==> src/rtl/node_link_pkg.sv <==
// constants and carrier types for the multi-drop serial node
// assumes one 50 MHz clock and a synchronous active-high reset
package node_link_pkg;
  localparam int unsigned CLK_HZ       = 50_000_000;
  localparam int unsigned BAUD_DEFAULT = 9600;
  localparam int unsigned BIT_CYCLES   = CLK_HZ / BAUD_DEFAULT;
  localparam int unsigned CNT_W        = 16;
  localparam int unsigned DATA_BITS_DEFAULT = 8;
  localparam int unsigned ADDR_W       = 6;
  localparam int unsigned FIFO_DEPTH   = 2;

  localparam logic [5:0] ADDR_GLOBAL   = 6'h00;
  localparam logic [1:0] SELECT_MARK   = 2'h2;
  localparam int unsigned SELECT_MSB   = 7;
  localparam int unsigned SELECT_LSB   = 6;
  localparam logic [7:0] CHAR_XON      = 8'h11;
  localparam logic [7:0] CHAR_XOFF     = 8'h13;
  localparam logic [7:0] BYTE_ZERO     = 8'h00;

  typedef enum logic [1:0] {
    LINK_IDLE  = 2'h0,
    LINK_START = 2'h1,
    LINK_DATA  = 2'h3,
    LINK_STOP  = 2'h2
  } link_state_t;

  typedef struct packed {
    logic selected;
    logic global_sel;
  } sel_t;

  localparam sel_t SEL_RESET = '{selected: 1'b0, global_sel: 1'b0};
endpackage

==> src/rtl/multidrop_serial_node.sv <==
// serial node of a drive on a multi-drop rs-422 chain: address, selection, echo, xon/xoff
// assumes rxd is synchronous to clk and idles high; the line driver honours txd_oe_n
// Function
// - the node address is the six switch bits, switch 1 the lsb and switch 6 the msb.
// - a node with address 1 to 63 waits until the host selects it before it takes part.
// - a node with address zero transmits without waiting to be selected.
// - the switch address is taken only at reset and later switch changes are ignored.
// - when the host selects address zero every node executes commands and none answers.
// - global selection holds until another address is selected, then only that node is.
// - runs full duplex and, while it may transmit, echoes accepted characters but select and xon/xoff to the host; of several held by xoff, only the last.
// - every frame has exactly one stop bit on both ends.
// - frames carry eight data bits by default, the host matching the node's width.
// - flow control is xon/xoff only, with no hardware handshake.
`timescale 1ns/1ns
module multidrop_serial_node #(
  parameter int unsigned BAUD_DIV  = node_link_pkg::BIT_CYCLES,
  parameter int unsigned DATA_BITS = node_link_pkg::DATA_BITS_DEFAULT
) (
  // clock and reset
  input  wire logic                              clk,
  input  wire logic                              sys_rst,
  // address switches
  input  wire logic [node_link_pkg::ADDR_W-1:0]  node_address_switch_bank,
  // serial line
  input  wire logic                              rxd,
  output logic                                   txd,
  output logic                                   txd_oe_n,
  // received command characters
  output logic                                   rx_valid,
  output logic [7:0]                             rx_data,
  // response characters to send
  input  wire logic                              tx_valid,
  input  wire logic [7:0]                        tx_data,
  output logic                                   tx_ready,
  // status
  output logic [node_link_pkg::ADDR_W-1:0]       node_address,
  output logic                                   node_selected,
  output logic                                   global_selected,
  output logic                                   flow_paused
);
  localparam logic [node_link_pkg::CNT_W-1:0] DIV_LAST  =
    node_link_pkg::CNT_W'(BAUD_DIV - 1);
  localparam logic [node_link_pkg::CNT_W-1:0] HALF_LAST =
    node_link_pkg::CNT_W'(BAUD_DIV / 2 - 1);
  localparam logic [2:0] BIT_LAST = 3'(DATA_BITS - 1);

  function automatic logic is_select(input logic [7:0] b);
    is_select = b[node_link_pkg::SELECT_MSB:node_link_pkg::SELECT_LSB]
                == node_link_pkg::SELECT_MARK;
  endfunction

  node_link_pkg::link_state_t rx_state_reg, rx_state_next;
  node_link_pkg::link_state_t tx_state_reg, tx_state_next;
  node_link_pkg::sel_t        sel_reg, sel_next;
  logic [node_link_pkg::CNT_W-1:0] rx_cnt_reg, rx_cnt_next, tx_cnt_reg, tx_cnt_next;
  logic [2:0]  rx_bit_reg, rx_bit_next, tx_bit_reg, tx_bit_next;
  logic [7:0]  rx_shift_reg, rx_shift_next, tx_shift_reg, tx_shift_next;
  logic [5:0]  addr_reg, addr_next;
  logic        boot_reg, boot_next;
  logic        xoff_reg, xoff_next;
  logic        echo_pend_reg, echo_pend_next;
  logic [7:0]  echo_data_reg, echo_data_next;
  logic        rx_valid_reg, rx_valid_next;
  logic [7:0]  rx_data_reg, rx_data_next;
  logic        txd_reg, txd_next;
  logic        oe_n_reg, oe_n_next;
  logic [7:0]  fifo_mem [node_link_pkg::FIFO_DEPTH];
  logic        wr_ptr_reg, wr_ptr_next, rd_ptr_reg, rd_ptr_next;
  logic [1:0]  count_reg, count_next;
  logic        tx_ready_reg, tx_ready_next;
  logic        byte_done, accepted, may_tx, push, pop;

  always_comb begin
    rx_state_next  = rx_state_reg;
    rx_cnt_next    = rx_cnt_reg + 1'b1;
    rx_bit_next    = rx_bit_reg;
    rx_shift_next  = rx_shift_reg;
    sel_next       = sel_reg;
    addr_next      = addr_reg;
    boot_next      = 1'b1;
    xoff_next      = xoff_reg;
    echo_pend_next = echo_pend_reg;
    echo_data_next = echo_data_reg;
    rx_valid_next  = 1'b0;
    rx_data_next   = rx_data_reg;
    tx_state_next  = tx_state_reg;
    tx_cnt_next    = tx_cnt_reg + 1'b1;
    tx_bit_next    = tx_bit_reg;
    tx_shift_next  = tx_shift_reg;
    txd_next       = txd_reg;
    rd_ptr_next    = rd_ptr_reg;
    wr_ptr_next    = wr_ptr_reg;
    byte_done      = 1'b0;
    pop            = 1'b0;
    // the switches are only looked at in the first cycle after reset
    if (!boot_reg) begin
      addr_next = node_address_switch_bank;
    end
    accepted = (addr_reg == node_link_pkg::ADDR_GLOBAL) ||
               sel_reg.selected || sel_reg.global_sel;
    // no driving before the switches are in, or a nonzero node would grab the line for a cycle
    may_tx   = boot_reg && !sel_reg.global_sel &&
               ((addr_reg == node_link_pkg::ADDR_GLOBAL) || sel_reg.selected);

    // receiver, one stop bit only
    case (rx_state_reg)
      node_link_pkg::LINK_IDLE: begin
        rx_cnt_next = '0;
        if (!rxd && boot_reg) begin
          rx_state_next = node_link_pkg::LINK_START;
          rx_shift_next = node_link_pkg::BYTE_ZERO;
        end
      end
      node_link_pkg::LINK_START: begin
        if (rx_cnt_reg == HALF_LAST) begin
          rx_cnt_next   = '0;
          rx_bit_next   = '0;
          rx_state_next = rxd ? node_link_pkg::LINK_IDLE : node_link_pkg::LINK_DATA;
        end
      end
      node_link_pkg::LINK_DATA: begin
        if (rx_cnt_reg == DIV_LAST) begin
          rx_cnt_next                = '0;
          rx_shift_next              = rx_shift_reg >> 1;
          rx_shift_next[DATA_BITS-1] = rxd;
          rx_bit_next                = rx_bit_reg + 1'b1;
          if (rx_bit_reg == BIT_LAST) begin
            rx_state_next = node_link_pkg::LINK_STOP;
          end
        end
      end
      node_link_pkg::LINK_STOP: begin
        if (rx_cnt_reg == DIV_LAST) begin
          rx_state_next = node_link_pkg::LINK_IDLE;
          byte_done     = rxd;
        end
      end
      default: rx_state_next = node_link_pkg::LINK_IDLE;
    endcase

    // transmitter; xoff holds back new characters, a frame in flight completes
    case (tx_state_reg)
      node_link_pkg::LINK_IDLE: begin
        txd_next    = 1'b1;
        tx_cnt_next = '0;
        if (may_tx && !xoff_reg) begin
          if (echo_pend_reg) begin
            tx_shift_next  = echo_data_reg;
            echo_pend_next = 1'b0;
            tx_state_next  = node_link_pkg::LINK_START;
            txd_next       = 1'b0;
          end else if (count_reg != 2'h0) begin
            tx_shift_next = fifo_mem[rd_ptr_reg];
            rd_ptr_next   = !rd_ptr_reg;
            pop           = 1'b1;
            tx_state_next = node_link_pkg::LINK_START;
            txd_next      = 1'b0;
          end
        end
      end
      node_link_pkg::LINK_START: begin
        if (tx_cnt_reg == DIV_LAST) begin
          tx_cnt_next   = '0;
          tx_bit_next   = '0;
          txd_next      = tx_shift_reg[0];
          tx_state_next = node_link_pkg::LINK_DATA;
        end
      end
      node_link_pkg::LINK_DATA: begin
        if (tx_cnt_reg == DIV_LAST) begin
          tx_cnt_next = '0;
          if (tx_bit_reg == BIT_LAST) begin
            txd_next      = 1'b1;
            tx_state_next = node_link_pkg::LINK_STOP;
          end else begin
            tx_shift_next = tx_shift_reg >> 1;
            txd_next      = tx_shift_reg[1];
            tx_bit_next   = tx_bit_reg + 1'b1;
          end
        end
      end
      node_link_pkg::LINK_STOP: begin
        if (tx_cnt_reg == DIV_LAST) begin
          tx_state_next = node_link_pkg::LINK_IDLE;
        end
      end
      default: tx_state_next = node_link_pkg::LINK_IDLE;
    endcase

    // character handling; the echo set comes after its clear so a new echo wins
    if (byte_done) begin
      if (is_select(rx_shift_reg)) begin
        sel_next.global_sel = rx_shift_reg[node_link_pkg::ADDR_W-1:0] ==
                              node_link_pkg::ADDR_GLOBAL;
        sel_next.selected   = (rx_shift_reg[node_link_pkg::ADDR_W-1:0] == addr_reg) &&
                              (addr_reg != node_link_pkg::ADDR_GLOBAL);
      end else if (accepted && rx_shift_reg == node_link_pkg::CHAR_XON) begin
        xoff_next = 1'b0;
      end else if (accepted && rx_shift_reg == node_link_pkg::CHAR_XOFF) begin
        xoff_next = 1'b1;
      end else if (accepted) begin
        rx_valid_next = 1'b1;
        rx_data_next  = rx_shift_reg;
        if (may_tx) begin
          echo_pend_next = 1'b1;
          echo_data_next = rx_shift_reg;
        end
      end
    end

    // two-entry buffer for response characters
    push = tx_valid && tx_ready_reg;
    if (push) begin
      wr_ptr_next = !wr_ptr_reg;
    end
    count_next    = count_reg + {1'b0, push} - {1'b0, pop};
    tx_ready_next = count_next != 2'(node_link_pkg::FIFO_DEPTH);
    // driver stays on until a frame already started has left the line
    oe_n_next = !(may_tx || (tx_state_next != node_link_pkg::LINK_IDLE));
  end

  always_ff @(posedge clk) begin
    if (sys_rst) begin
      rx_state_reg  <= node_link_pkg::LINK_IDLE;
      tx_state_reg  <= node_link_pkg::LINK_IDLE;
      sel_reg       <= node_link_pkg::SEL_RESET;
      rx_cnt_reg    <= '0;
      tx_cnt_reg    <= '0;
      rx_bit_reg    <= '0;
      tx_bit_reg    <= '0;
      rx_shift_reg  <= node_link_pkg::BYTE_ZERO;
      tx_shift_reg  <= node_link_pkg::BYTE_ZERO;
      addr_reg      <= node_link_pkg::ADDR_GLOBAL;
      boot_reg      <= 1'b0;
      xoff_reg      <= 1'b0;
      echo_pend_reg <= 1'b0;
      echo_data_reg <= node_link_pkg::BYTE_ZERO;
      rx_valid_reg  <= 1'b0;
      rx_data_reg   <= node_link_pkg::BYTE_ZERO;
      txd_reg       <= 1'b1;
      oe_n_reg      <= 1'b1;
      wr_ptr_reg    <= 1'b0;
      rd_ptr_reg    <= 1'b0;
      count_reg     <= '0;
      tx_ready_reg  <= 1'b0;
    end else begin
      rx_state_reg  <= rx_state_next;
      tx_state_reg  <= tx_state_next;
      sel_reg       <= sel_next;
      rx_cnt_reg    <= rx_cnt_next;
      tx_cnt_reg    <= tx_cnt_next;
      rx_bit_reg    <= rx_bit_next;
      tx_bit_reg    <= tx_bit_next;
      rx_shift_reg  <= rx_shift_next;
      tx_shift_reg  <= tx_shift_next;
      addr_reg      <= addr_next;
      boot_reg      <= boot_next;
      xoff_reg      <= xoff_next;
      echo_pend_reg <= echo_pend_next;
      echo_data_reg <= echo_data_next;
      rx_valid_reg  <= rx_valid_next;
      rx_data_reg   <= rx_data_next;
      txd_reg       <= txd_next;
      oe_n_reg      <= oe_n_next;
      wr_ptr_reg    <= wr_ptr_next;
      rd_ptr_reg    <= rd_ptr_next;
      count_reg     <= count_next;
      tx_ready_reg  <= tx_ready_next;
    end
  end

  always_ff @(posedge clk) begin
    if (push) begin
      fifo_mem[wr_ptr_reg] <= tx_data;
    end
  end

  assign txd             = txd_reg;
  assign txd_oe_n        = oe_n_reg;
  assign rx_valid        = rx_valid_reg;
  assign rx_data         = rx_data_reg;
  assign tx_ready        = tx_ready_reg;
  assign node_address    = addr_reg;
  assign node_selected   = sel_reg.selected;
  assign global_selected = sel_reg.global_sel;
  assign flow_paused     = xoff_reg;
endmodule

==> config.mk <==
export PLATFORM = sky130hd
export DESIGN_NAME = multidrop_serial_node
export DESIGN_NICKNAME = d
export VERILOG_FILES = /design/src/rtl/node_link_pkg.sv /design/src/rtl/multidrop_serial_node.sv
export SDC_FILE = /design/constraint.sdc
export NUM_CORES = 1
export LEC_CHECK = 0
export BUFFER_PORTS_ARGS = -buffer_cell sky130_fd_sc_hd__buf_2
export CAP_MARGIN = 20
export CORE_MARGIN = 2
export CORE_UTILIZATION = 50
export DETAILED_ROUTE_END_ITERATION = 16
export GPL_TIMING_DRIVEN = 0
export PLACE_DENSITY = 0.74
export SLEW_MARGIN = 25
export SYNTH_ARGS = -nofsm -noshare
export SYNTH_HDL_FRONTEND = slang
export SYNTH_SLANG_ARGS = --single-unit
==> constraint.sdc <==
create_clock -name clk -period 3 [get_ports clk]
set_input_delay 0.6 -clock clk [delete_from_list [all_inputs] [get_ports clk]]
set_output_delay 0.6 -clock clk [all_outputs]
set_load 0.02 [all_outputs]
== Word level (Yosys, flattened, before mapping) ==
Memory sizes are Yosys's and may differ from the RTL's. A register that Yosys moved wholly into a read port is not among the register bits.
Cells that the tools add are included.
Storage, ports and cells
  RAM bits: 16
  word-level logic and storage cells: 169
  input bits: 18
  memories: 1
  output and inout bits: 21
  register bits: 93
Memories
  fifo_mem: words 2, width 8, read ports 1, clocked after Yosys merged registers in 1, wr ports 1, line multidrop_serial_node.sv:67  | logic [7:0] fifo_mem [node_link_pkg::FIFO_DEPTH];
Cells by class
  $add $sub $neg: 6
  bitwise logic cells: 5
  multiplexer cells: 65
  eq/ne operators: 26
  reductions and logical operators: 43
Operators with widths (number)
  $mux W8: 7
  $mux W16: 3
  $pmux W16 S3: 1
  $add A16 B1 Y16 const B: 2
  $eq A16 B13 Y1 const B: 2
  $pmux W16 S2: 1
  $pmux W8 S2: 2
  $mux W1: 28
  $mux W2: 13
  $ne A2 B2 Y1 const B: 10
  $eq A16 B12 Y1 const B: 1
  $eq A8 B5 Y1 const B: 2
  $pmux W2 S4: 2
  $mux W3: 5
  $reduce_and A5 Y1: 3
  $reduce_bool A2 Y1: 7
  $logic_not A6 Y1: 2
  $pmux W3 S2: 2
  $reduce_and A3 Y1: 4
  $eq A2 B2 Y1 const B: 5
  $logic_and A1 B1 Y1: 8
  $reduce_and A4 Y1: 2
  $add A3 B1 Y3 const B: 2
  $eq A3 B3 Y1 const B: 2
  other kinds (16): 29

== Logic depth before layout (Yosys ltp) ==
  word-level depth: 12
  depth in mapped cells: 11
  gate-level depth less buffers: 10

== Worst setup path after synthesis ==
No wires, ideal clock.
  path type: reg2reg
  from: reg addr_reg[5] (netlist: node_address[5])
  to: reg tx_ready_reg (netlist: tx_ready)
  path buffers: 0
  library setup time: 0.064 ns
  arrival: 2.219 ns
  clock period less this slack: 2.283 ns
  data required time: 2.936 ns
  setup slack: 0.717 ns
  stages on the path, launching flop included: 11
  path through: dfxtp_1 nor4_4 a21oi_4 nor4_1 ha_1 inv_1 ha_1 xor2_1 xnor2_1 nor2_1 nor2_1
Between the ends
  word-level cells in the longest chain between the ends: 8
RTL lines
  start, declared: line multidrop_serial_node.sv:58  | logic [5:0] addr_reg, addr_next;
  start signal, assigned: line multidrop_serial_node.sv:233  | addr_reg <= node_link_pkg::ADDR_GLOBAL;
  start signal, assigned: line multidrop_serial_node.sv:256  | addr_reg <= addr_next;
  $logic_not A6 Y1: line multidrop_serial_node.sv:103  | ((addr_reg == node_link_pkg::ADDR_GLOBAL) || sel_reg.selected);
  $logic_or A1 B1 Y1: line multidrop_serial_node.sv:103
  $logic_and A1 B1 Y1: line multidrop_serial_node.sv:102  | may_tx = boot_reg && !sel_reg.global_sel &&
  $logic_and A1 B1 Y1: line multidrop_serial_node.sv:146  | if (may_tx && !xoff_reg) begin
  $mux W1: line multidrop_serial_node.sv:146
  $mux W1: line multidrop_serial_node.sv:142  | case (tx_state_reg)
  $sub A2 B1 Y2: line multidrop_serial_node.sv:216  | count_next = count_reg + {1'b0, push} - {1'b0, pop};
  $ne A2 B2 Y1: line multidrop_serial_node.sv:217  | tx_ready_next = count_next != 2'(node_link_pkg::FIFO_DEPTH);
  end signal, assigned: line multidrop_serial_node.sv:268  | tx_ready_reg <= tx_ready_next;
  end, declared: line multidrop_serial_node.sv:70  | logic tx_ready_reg, tx_ready_next;
No other way between the ends.
A chain may end at the register's enable or synchronous reset.

== Worst setup path in the final report ==
  from: reg boot_reg
  to: reg tx_ready_reg (netlist: tx_ready)
Between the ends
  word-level cells in the longest chain between the ends: 7
RTL lines
  start, declared: line multidrop_serial_node.sv:59  | logic boot_reg, boot_next;
  start signal, assigned: line multidrop_serial_node.sv:257  | boot_reg <= boot_next;
  $logic_and A1 B1 Y1 (2 in series): line multidrop_serial_node.sv:102
  $logic_and A1 B1 Y1: line multidrop_serial_node.sv:146
  $mux W1: line multidrop_serial_node.sv:146
  $mux W1: line multidrop_serial_node.sv:142
  $sub A2 B1 Y2: line multidrop_serial_node.sv:216
  $ne A2 B2 Y1: line multidrop_serial_node.sv:217
No other way between the ends.

==> reports/metrics.yaml <==
sta:
  fin_setup_tns_ns: 0
  fin_crit_ns: 2.67
  fin_crit_sh_pct: 89.1
  setup_viol: 0
  hold_viol: 0
  fmax_ghz: 0.374
  slew_violations: 0
  rsz0062_at_grt: "no"
  worst_pin_slew_ns: 0.808
  skew_ns: 0.0126
  maxSlewHeadroom_pct: 46.1
die:
  dieArea_um2: 10600
  die_h_um: 103
  initial_core_util_pct: 51.0
  core_area_um2: 9640
  rows: 36
  dieWidth_um: 103
  io_pins: 39
cells_and_area:
  antennaDiodeCount: 0
  final_cell_mix: "94 x dfxtp_1, 82 x nor2_1, 40 x buf_2, 40 x mux2i_1, 36 x nand2_1"
  final_common_cell: "dfxtp_1"
  n_fill_cell: 901
  final_layout_size_suffix_gt1_share_pct: 13.7
  fin_nets: 577
  area_growth_pct: 10.9
yosys:
  synthTopCellsByArea: "dfxtp_1 38%, edfxtp_1 9.8%, mux2i_1 8.1%"
  avgSynthCellArea_um2: 9.78
  synth_seq_cells: 110
  ys.flop_type: "dfxtp_1"
  synth_edf_count: 16
  netlist_instances: 503
  synth_fp_nets: 529
  synth_top_area_share_pct: 38.3
  synth_top_area_cell: "dfxtp_1"
  synth_area_um2: 4920
  async_reset_ff_share_pct: 0
  yosysUniqueCellTypes: 58
  ys_seq_area_share_pct: 48.0
  yosys_warnings: 0
critical_path:
  crit_type: "reg2reg"
  r2r_start: "boot_reg"
  end_kind: "register"
  r2r_setup_slack_ns: 0.33
  crit_fanout: 9
  timing.rr.end: "tx_ready"
  worstSetupStartpointType: "register"
  crit_arrival_ns: 3.00
  r2r_cells: 11
  cp.required_ns: 3.32
cts:
  ctsLongestPathBuffers: 2
  cts_resized: 0
  worstSkewPairLatency_ns: 0.38
  hold_buffers: 0
  post_cts_buffers: 0
  cts_buffers: 9
  cts-root-buf: "clkbuf_8"
  cts.sinks: 110
  path_clk_slew_ns: 0.11
  cts_tree: "done"
  h-tree-depth: 3
detailed_routing:
  vias: 3750
  drt_pre_antenna_iters: 4
  ant_nets: 0
  first_iter_violations: 172
  viasPerCell: 5.44
  wl_per_cell_um: 14.5
  drc: 0
  routed_wirelength_um: 10000
min_path:
  whs_path_depth: 1
  hold_class: "in2reg"
  worstHoldStart: "tx_data[2]"
  worstHoldEndpoint: "fifo_mem[1][2]"
grt:
  grt_pass1_vias: 3702
  overflow: 0
  grt_max_degree: 20
  grt_first_pass_wirelength_um: 17000
  antenna_found_initial: 0
  grtUsageTotal_pct: 20.5
placed_design:
  finalWeightedCongestion: 0.852
  dpl.hpwl_um: 7170
  io_buffer_count: 37
pwr:
  cellPowerDensity_nw_per_um2: 478
  leakagePower_uw: 0.00207
  total_power_uw: 2610
  peakVddDrop_mv: 0.230
status:
  outcome: "finished, final reports clean"
flow_run:
  cap_viol_max_count: 0
## where the power goes
part | switching [uW] | internal, uW | total, uW
clock | 529 | 314 | 843
combinational | 121 | 84.7 | 206
sequential | 25.5 | 1530 | 1560
total | 676 | 1930 | 2610
## cells in the mapped netlist, types with 6 or more instances
cell type  number
a21o_1          8
a21oi_1        21
a22o_1          7
clkbuf_1       13
dfxtp_1        94
edfxtp_1       16
ha_1            8
inv_1           7
mux2i_1        40
nand2_1        36
nand3_1        30
nand3b_1        6
nand4_1         8
nor2_1         82
nor3_1          7
o21ai_0        14
xnor2_1        21
xor2_1         17
## final cells by class
| type | count | area, um^2 | area share, % |
|---|---|---|---|
| Buffer | 23 | 133 | 2.43 |
| Clock buffer | 9 | 124 | 2.27 |
| Clock inverter | 7 | 58.8 | 1.08 |
| Inverter | 8 | 30.0 | 0.551 |
| Multi-Input combinational cell | 362 | 2390 | 43.9 |
| Sequential cell | 110 | 2360 | 43.3 |
| Tap cell | 133 | 166 | 3.05 |
| Timing Repair Buffer | 37 | 185 | 3.40 |
## through the flow
stage | setup slack, ns | hold WS, ns | cell area (um^2) | instances | utilization [%]
after detailed placement | 0.356 | 0.440 | 5270 | 673 | 54.7
after CTS | 0.330 | 0.379 | 5450 | 689 | 56.6
after global routing | 0.0357 | 0.377 | 5450 | 689 | 56.6
after floorplan | 0.717 | 0.417 | 4920 | 503 | -
after global placement | 0.417 | 0.428 | 5270 | 673 | 54.7
final | 0.327 | 0.399 | 5450 | 689 | 56.6
## routing by layer
metal	share of wire [%]	global-route usage, %	wire length, um
met2	49	34.7	4880
met5	0	0	0
met1	46	24.9	4580
met4	2.3	9.31	226
met3	3.2	4.91	317
## cells by family after synthesis
logic type | Yosys count | synth area share (%)
buffers and inverters | 31 | 3.31
flip-flops | 110 | 48.0
XOR/XNOR | 38 | 6.77
AND/OR/NAND/NOR | 212 | 22.7
adder cells (fa/ha/maj) | 8 | 2.03
AO/OA/AOI/OAI | 64 | 9.00
multiplexers | 40 | 8.14
## worst max-delay path by stage
stage | start | endpoint | slack, ns | cells after the start
final | boot_reg | tx_ready | 0.33 | 11
after global routing | boot_reg | tx_ready | 0.04 | 11
after CTS | boot_reg | tx_ready | 0.33 | 11
after detailed placement | boot_reg | tx_ready | 0.36 | 11
after global placement | boot_reg | tx_ready | 0.42 | 11
after floorplan | node_address[5] | tx_ready | 0.72 | 10
## worst max-delay path, cell delays in order, from the launching register on
cell,delay [ns]
dfxtp_1,0.31
buf_2,0.26
nor3b_1,0.35
nand2_1,0.13
nor4_1,0.50
ha_1,0.34
inv_1,0.06
ha_1,0.15
xor2_1,0.18
xnor2_1,0.18
nor2_1,0.06
nor2_1,0.10
Power figures use the tool's default switching activity.
